**config.mk**
```make
export PLATFORM = sky130hd
export DESIGN_NAME = prs_sequencer
export DESIGN_NICKNAME = d
export VERILOG_FILES = /design/src/verilog/prs_edge_trig.v /design/src/verilog/prs_sequencer.v
export VERILOG_INCLUDE_DIRS = /design/src /design/src/verilog
export SDC_FILE = /design/constraint.sdc
export NUM_CORES = 1
export LEC_CHECK = 0
export BUFFER_PORTS_ARGS = -buffer_cell sky130_fd_sc_hd__buf_4
export CAP_MARGIN = 10
export CORE_ASPECT_RATIO = 1.1
export CORE_MARGIN = 4
export CORE_UTILIZATION = 50
export DETAILED_ROUTE_END_ITERATION = 12
export GPL_ROUTABILITY_DRIVEN = 0
export HOLD_SLACK_MARGIN = 0.03
export PLACE_DENSITY = 0.75
export SLEW_MARGIN = 10
export SYNTH_ARGS = -nofsm -noshare
export SYNTH_HDL_FRONTEND = slang
export SYNTH_HIERARCHICAL = 1
export SYNTH_SLANG_ARGS = --single-unit
```
**constraint.sdc**
```tcl
create_clock -name core_clk -period 2.6 [get_ports core_clk]
set_input_delay 0.52 -clock core_clk [delete_from_list [all_inputs] [get_ports core_clk]]
set_output_delay 0.52 -clock core_clk [all_outputs]
set_load 0.01 [all_outputs]
```
**src/verilog/prs_defs.vh**
```
`ifndef PRS_DEFS_VH
`define PRS_DEFS_VH
// Sequencer states
`define PRS_ST_NVM_RST   3'h0
`define PRS_ST_LOAD      3'h1
`define PRS_ST_IN        3'h2
`define PRS_ST_LUT       3'h3
`define PRS_ST_SEQ       3'h4
`define PRS_ST_POG       3'h5
`define PRS_ST_RUN       3'h6
// Trigger modes of the external reset
`define PRS_TRIG_LEVEL   2'h0
`define PRS_TRIG_RISE    2'h1
`define PRS_TRIG_FALL    2'h2
// Pin mode code meaning digital input
`define PRS_PIN_DIGIN    2'h1
// Default step lengths of the sequencer, clock cycles
`define PRS_LOAD_CYC         64
`define PRS_STEP_CYC         8
// Reference output lead before power-on-good, ns
`define PRS_VREF_LEAD_MIN_NS 3000
`define PRS_VREF_LEAD_MAX_NS 5000
`define PRS_CLK_NS           10
// Minimum lead rounds up; the maximum is not applied
`define PRS_VREF_LEAD_CYC \
  ((`PRS_VREF_LEAD_MIN_NS + `PRS_CLK_NS - 1) / `PRS_CLK_NS)
`endif

```
**src/verilog/prs_edge_trig.v**
```verilog
`timescale 1ns/10ps
`include "prs_defs.vh"
module prs_edge_trig (
  // Clock and reset
  input  wire       core_clk,
  input  wire       sys_rst,
  // Trigger control
  input  wire [1:0] mode,
  input  wire       pin_level,
  // Event out
  output reg        fire
);
  reg prev_level;
  reg next_fire;

  always @* begin
    case (mode)
      `PRS_TRIG_LEVEL: next_fire = pin_level;
      `PRS_TRIG_RISE:  next_fire = pin_level & ~prev_level;
      `PRS_TRIG_FALL:  next_fire = ~pin_level & prev_level;
      default:         next_fire = 1'b0;
    endcase
  end

  always @(posedge core_clk or posedge sys_rst) begin
    if (sys_rst) begin
      prev_level <= 1'b0;
      fire       <= 1'b0;
    end else begin
      prev_level <= pin_level;
      fire       <= next_fire;
    end
  end
endmodule

```
**src/verilog/prs_sequencer.v**
```verilog
`timescale 1ns/10ps
`include "prs_defs.vh"
module prs_sequencer #(
  parameter LOAD_CYC   = `PRS_LOAD_CYC,
  parameter STEP_CYC   = `PRS_STEP_CYC,
  parameter VREF_CYC   = `PRS_VREF_LEAD_CYC
) (
  // Clock and reset
  input  wire       core_clk,
  input  wire       sys_rst,
  // Supply monitors
  input  wire       supply_on,
  input  wire       supply_below_2v7,
  input  wire       supply_det_off,
  // External reset pin and its configuration
  input  wire       ext_rst_pin,
  input  wire [1:0] ext_pin_mode,
  input  wire       ext_rst_en,
  input  wire [1:0] ext_trig_mode,
  input  wire       pipe_rst_on_pog,
  // Fabric inverters
  input  wire       inv_a_in,
  input  wire       inv_b_in,
  // Status and releases
  output reg        cfg_load,
  output reg        cfg_valid,
  output reg        input_cell_rel,
  output reg        lut_rel,
  output reg        store_cell_rel,
  output reg        pipe_delay_rel,
  output reg        power_on_good,
  output reg        vref_drive,
  output reg        pin_oe_n,
  output reg        pin_oe_follow,
  output reg        supply_level_detector,
  output reg        fabric_inverter_a,
  output reg        fabric_inverter_b
);
  localparam CW = 16;

  reg  [2:0]    state;
  reg  [2:0]    next_state;
  reg  [CW-1:0] cnt;
  reg  [CW-1:0] next_cnt;
  reg           ext_active;
  reg           next_ext_active;
  reg           next_pipe_rel;
  wire          ext_fire;
  wire          ext_allowed;
  wire          next_cold;
  wire          next_run;
  wire          ext_entry;

  assign ext_allowed = ext_rst_en &
                       (ext_pin_mode == `PRS_PIN_DIGIN);

  // Configuration is not usable while memory resets or loads
  assign next_cold = (next_state == `PRS_ST_NVM_RST) ||
                     (next_state == `PRS_ST_LOAD);
  assign next_run  = (next_state == `PRS_ST_RUN);
  // Leaving RUN for IN can only be an external reset
  assign ext_entry = (state == `PRS_ST_RUN) &&
                     (next_state == `PRS_ST_IN);

  prs_edge_trig u_trig (
    .core_clk  (core_clk),
    .sys_rst   (sys_rst),
    .mode      (ext_trig_mode),
    .pin_level (ext_rst_pin & ext_allowed),
    .fire      (ext_fire)
  );

  always @* begin
    next_state = state;
    next_cnt   = cnt + {{(CW-1){1'b0}}, 1'b1};
    case (state)
      `PRS_ST_NVM_RST: begin
        // Memory clears for one cycle; every cell reads low
        next_state = `PRS_ST_LOAD;
        next_cnt   = {CW{1'b0}};
      end
      `PRS_ST_LOAD: begin
        // Cells held and pins undriven while memory loads
        if (cnt == LOAD_CYC[CW-1:0] - 1'b1) begin
          next_state = `PRS_ST_IN;
          next_cnt   = {CW{1'b0}};
        end
      end
      `PRS_ST_IN, `PRS_ST_LUT: begin
        // Inputs first, then lookup tables, one step each
        if (cnt == STEP_CYC[CW-1:0] - 1'b1) begin
          next_state = state + 3'h1;
          next_cnt   = {CW{1'b0}};
        end
      end
      `PRS_ST_SEQ: begin
        // Storage cells and pipe delays leave reset after this step
        if (cnt == STEP_CYC[CW-1:0] - 1'b1) begin
          next_state = `PRS_ST_POG;
          next_cnt   = {CW{1'b0}};
        end
      end
      `PRS_ST_POG: begin
        // Reference pin is already driving; wait out its lead time
        if (cnt == VREF_CYC[CW-1:0] - 1'b1) begin
          next_state = `PRS_ST_RUN;
          next_cnt   = {CW{1'b0}};
        end
      end
      `PRS_ST_RUN: begin
        // Only an allowed external event restarts the release chain
        next_cnt = {CW{1'b0}};
        if (ext_fire) begin
          next_state = `PRS_ST_IN;
        end
      end
      default: begin
        next_state = `PRS_ST_NVM_RST;
        next_cnt   = {CW{1'b0}};
      end
    endcase
    // Losing the supply restarts from a memory reset
    if (!supply_on) begin
      next_state = `PRS_ST_NVM_RST;
      next_cnt   = {CW{1'b0}};
    end
  end

  // An external reset is in progress until RUN is reached again
  always @* begin
    next_ext_active = ext_active;
    if (next_cold) begin
      next_ext_active = 1'b0;
    end else if (ext_entry) begin
      next_ext_active = 1'b1;
    end else if (next_run) begin
      next_ext_active = 1'b0;
    end
  end

  // Pipe delay rides through an external reset unless tied to power-good
  always @* begin
    next_pipe_rel = pipe_delay_rel;
    if (next_cold) begin
      next_pipe_rel = 1'b0;
    end else if (next_state >= `PRS_ST_POG) begin
      next_pipe_rel = 1'b1;
    end else if (ext_active || ext_entry) begin
      next_pipe_rel = pipe_delay_rel & ~pipe_rst_on_pog;
    end
  end

  always @(posedge core_clk or posedge sys_rst) begin
    if (sys_rst) begin
      state                 <= `PRS_ST_NVM_RST;
      cnt                   <= {CW{1'b0}};
      ext_active            <= 1'b0;
      cfg_load              <= 1'b0;
      cfg_valid             <= 1'b0;
      input_cell_rel        <= 1'b0;
      lut_rel               <= 1'b0;
      store_cell_rel        <= 1'b0;
      pipe_delay_rel        <= 1'b0;
      power_on_good         <= 1'b0;
      vref_drive            <= 1'b0;
      pin_oe_n              <= 1'b1;
      pin_oe_follow         <= 1'b0;
      supply_level_detector <= 1'b0;
      fabric_inverter_a     <= 1'b0;
      fabric_inverter_b     <= 1'b0;
    end else begin
      // Sequencer state and step counter
      state <= next_state;
      cnt   <= next_cnt;
      ext_active <= next_ext_active;
      // External reset keeps configuration; only power loss clears it
      cfg_load  <= (next_state == `PRS_ST_LOAD);
      cfg_valid <= (next_state != `PRS_ST_NVM_RST) &&
                   (next_state != `PRS_ST_LOAD) ;
      // Inputs stay held through the IN step of an external reset, except its first cycle
      input_cell_rel <= (next_state >= `PRS_ST_IN) &&
                        (next_state <= `PRS_ST_RUN) &&
                        !(ext_active && next_state == `PRS_ST_IN) ;
      lut_rel        <= (next_state >= `PRS_ST_LUT) &&
                        (next_state <= `PRS_ST_RUN);
      store_cell_rel <= (next_state >= `PRS_ST_POG) &&
                        (next_state <= `PRS_ST_RUN);
      pipe_delay_rel <= next_pipe_rel;
      power_on_good <= (next_state == `PRS_ST_RUN);
      vref_drive    <= (next_state == `PRS_ST_POG) ||
                       (next_state == `PRS_ST_RUN);
      pin_oe_n      <= ~(next_state == `PRS_ST_RUN);
      // During an external reset the outputs follow their own enables
      pin_oe_follow <= (next_state == `PRS_ST_RUN) ||
                       (ext_active && next_state != `PRS_ST_NVM_RST &&
                        next_state != `PRS_ST_LOAD) ||
                       (state == `PRS_ST_RUN &&
                        next_state == `PRS_ST_IN);
      // Detector reports only while the device runs
      supply_level_detector <= ~supply_det_off &
                               supply_below_2v7 &
                               (next_state == `PRS_ST_RUN);
      // Inverters read low until lookup tables are released
      fabric_inverter_a <= lut_rel & ~inv_a_in;
      fabric_inverter_b <= lut_rel & ~inv_b_in;
    end
  end
endmodule

```
==> run metrics <==
Top Usage Layer GRT=met2; Cell Chain, Critical Path=or4_4, or4_4, ha_4, a221o_1, a31oi_4, nor3b_4, and4b_1; WL/cell=14.55 um; total CTS buffers=5; number of synthesized flops with an enable pin=0; pwr dens=474.4 nW/um^2; antenna fix cells=0; Syn Std Cell Area=1807 sq um; P_leak=1.185 nW; DIE AREA=4640 sq um; CTS H-tree lvls=2; GRT overflow=0; layout cells sized above 1=0.3347; TritonCTS clock tree=yes; CP top delay family=simple AND/OR/NAND/NOR gates; arrival time at the worst endpoint=3140 ps; sequential cell area=877.1 sq um; minimum clock period=2855 ps; post-synthesis instance total=179; met1 Usage GRT=0.2025; Setup crit end kind=flop; largest net degree at the start of global routing=34; total of fill cells in the finished design=269; Worst-path clk slew=120 ps; RSZ-0062 raised after global routing=yes; cell mode on critical path=or4_4; distinct cell type count after synthesis=43; port bufs=26; status=complete, but fails checks; dpl hpwl=3101 um; vias in the first global route=1557; Max stage delay on crit path=560 ps; Area growth syn-to-layout=36.15%; first-pass GRT wire length=6727 um; Nets=259; core area=3413 sq um; HP Class=primary input to flop; GRT met3 Usage=0.05397; Max VDD drop=0.4719 mV; DP Area=2270 sq um; post-synthesis register bit count=35; Worst Path Buf+Inv=0; Multi-input gate area=937.1 sq um; setup TNS=-2108 ps; Starting Density=0.5293; clk sinks=35; Synth Warn #=6; DRC viols=0; routed wire length=4176 um; ANT nets after route=0; fraction of registers with async set/reset=1.000; initial antenna violation count=0; setup slack at placement=-313.7 ps; Crit Path Class=flop to flop; Starting DRT DRC Count=47; gr usage total=0.1885; GR Layer Usage met2=0.3465; clk root buf=clkbuf_4; Cell Rows=22; worst skew pair latency=340 ps; Die X=65.32 um; Rel. slew slack=0.6921; post-synthesis net count=200; FMAX=350.3 MHz; drt first pass iters=4; final setup violation count=12; CTS Buffer Depth=2; CP required=2890 ps; finished layout cell area=2460 sq um; final hold viol count=0; post-synthesis sequential area ratio=0.4855; max-slew violation count=0; Setup crit start kind=flop; vias per cell=5.390; Slowest-stage cell, CP=or4_4; clock skew=12.18 ps; top_reg_cell synth=dfrtp_1; die height=71.05 um; Ports=27; failing checks=negative setup slack; max-cap violations=0; crit share post-route=1.098; Avg Inst Size Synth=10.09 sq um; post-route setup slack=-254.7 ps; Worst-Margin Slew=458.4 ps; DR vias=1547; Max FO, Critical Path=6; Util after Layout=0.7207
## cells in the mapped netlist, types with 2 or more instances
cell,instances,share of area
or4bb_1,2,0.012
nor3_1,9,0.025
clkbuf_1,2,0.0042
dfrtp_1,34,0.47
o21ai_0,3,0.0083
nor2b_1,3,0.010
or4_1,3,0.012
and3_1,6,0.021
xnor2_1,6,0.029
xor2_1,9,0.044
nand3_1,6,0.017
nand2_1,13,0.027
o21a_1,3,0.012
buf_2,3,0.0083
nand4_1,3,0.010
ha_1,7,0.048
and4b_1,2,0.011
nor2_1,23,0.048
a21oi_1,5,0.014
a211oi_1,4,0.017
mux2i_1,2,0.011
inv_1,10,0.021
## final cells by class
type	count	area share
Clock inverter	3	0.02747
Timing Repair Buffer	57	0.1801
Multi-Input combinational cell	129	0.3810
Sequential cell	35	0.3566
Tap cell	48	0.02442
Clock buffer	5	0.01526
Inverter	10	0.01526
## worst reg2reg max path: cells and delay by family (launching register included)
family                   cells  cell delay [ps]
AND/OR/NAND/NOR              4             1550
AO/OA/AOI/OAI                2              610
flip-flops                   1              400
adder cells (fa/ha/maj)      1              230
## path summary, 6_finish.rpt
kind	start	to	slack, ps	depth (start not counted)
worst min-delay path	inv_a_in	fabric_inverter_a$_DFF_PP0_	310	2
worst min register to register	cnt[0]$_DFF_PP0_	cnt[0]$_DFF_PP0_	550	2
worst max-delay path	cnt[10]$_DFF_PP0_	supply_level_detector$_DFF_PP0_	-250	7
min in group asynchronous	sys_rst	u_trig/fire$_DFF_PP0_	580	3
worst max register to register	cnt[10]$_DFF_PP0_	supply_level_detector$_DFF_PP0_	-250	7
max in group asynchronous	sys_rst	pin_oe_n$_DFF_PP1_	1460	4
## power breakdown
part	leakage [nW]	internal, mW	total, mW	switching, mW
registers	0.482	0.551	0.557	0.00596
logic	0.652	0.0587	0.125	0.0658
clock network	0.0514	0.299	0.485	0.186
## cells by family (layout without fill, tap and decap cells)
| family | count (synthesis) | count (layout) | synth area share |
|---|---|---|---|
| buffers and inverters | 15 | 75 | 0.03324 |
| XOR/XNOR | 15 | 15 | 0.07272 |
| multiplexers | 2 | 2 | 0.01108 |
| AO/OA/AOI/OAI | 25 | 25 | 0.1053 |
| AND/OR/NAND/NOR | 80 | 80 | 0.2438 |
| adder cells (fa/ha/maj) | 7 | 7 | 0.04847 |
| flip-flops | 35 | 35 | 0.4855 |
## state kept, by name, summed over array words and instances, names as in the netlist
signal	count
pin_oe_follow	1
lut_rel	1
supply_level_detector	1
ext_active	1
power_on_good	1
cfg_valid	1
vref_drive	1
input_cell_rel	1
cfg_load	1
pin_oe_n	1
fabric_inverter_a	1
store_cell_rel	1
cnt	16
pipe_delay_rel	1
u_trig/fire	1
fabric_inverter_b	1
u_trig/prev_level	1
state	3
## metal layers
metal / vias up / share of wire
li1: 741 / -
met3: 7 / 0.037
met1: 773 / 0.39
met5: - / 0
met2: 26 / 0.56
met4: 0 / 0.015
## cells in the final DEF (no fill, tap or decap), drive strengths merged, types with 6 or more instances in the layout
| master | count |
|---|---|
| dfrtp | 34 |
| ha | 7 |
| nor3 | 9 |
| and3 | 6 |
| xor2 | 9 |
| inv | 10 |
| xnor2 | 6 |
| nor2 | 23 |
| nand3 | 6 |
| nand2 | 13 |
| buf | 56 |
## through the flow
| step | hold slack, ps | cells | power (mW) |
|---|---|---|---|
| global route | 292.5 | 287 | 1.213 |
| detailed placement | 391.4 | 276 | 0.6802 |
| finish | 313.3 | 287 | 1.167 |
| global placement | 385.9 | 276 | 0.6746 |
| CTS | 302.0 | 285 | 1.172 |
| floorplan | 261.2 | 179 | 0.6244 |
## what timing repair did
item / 4_1_cts / 5_1_grt
pin swaps: 4 / 3
buffers inserted: 0 / 2
gates cloned: 0 / 0
hold endpoints to repair: 2 / 0
hold buffers: 1 / 0
resized for setup: 5 / 5
setup endpoints to repair: 25 / 27
No activity file was read; power rests on OpenSTA's default activity.
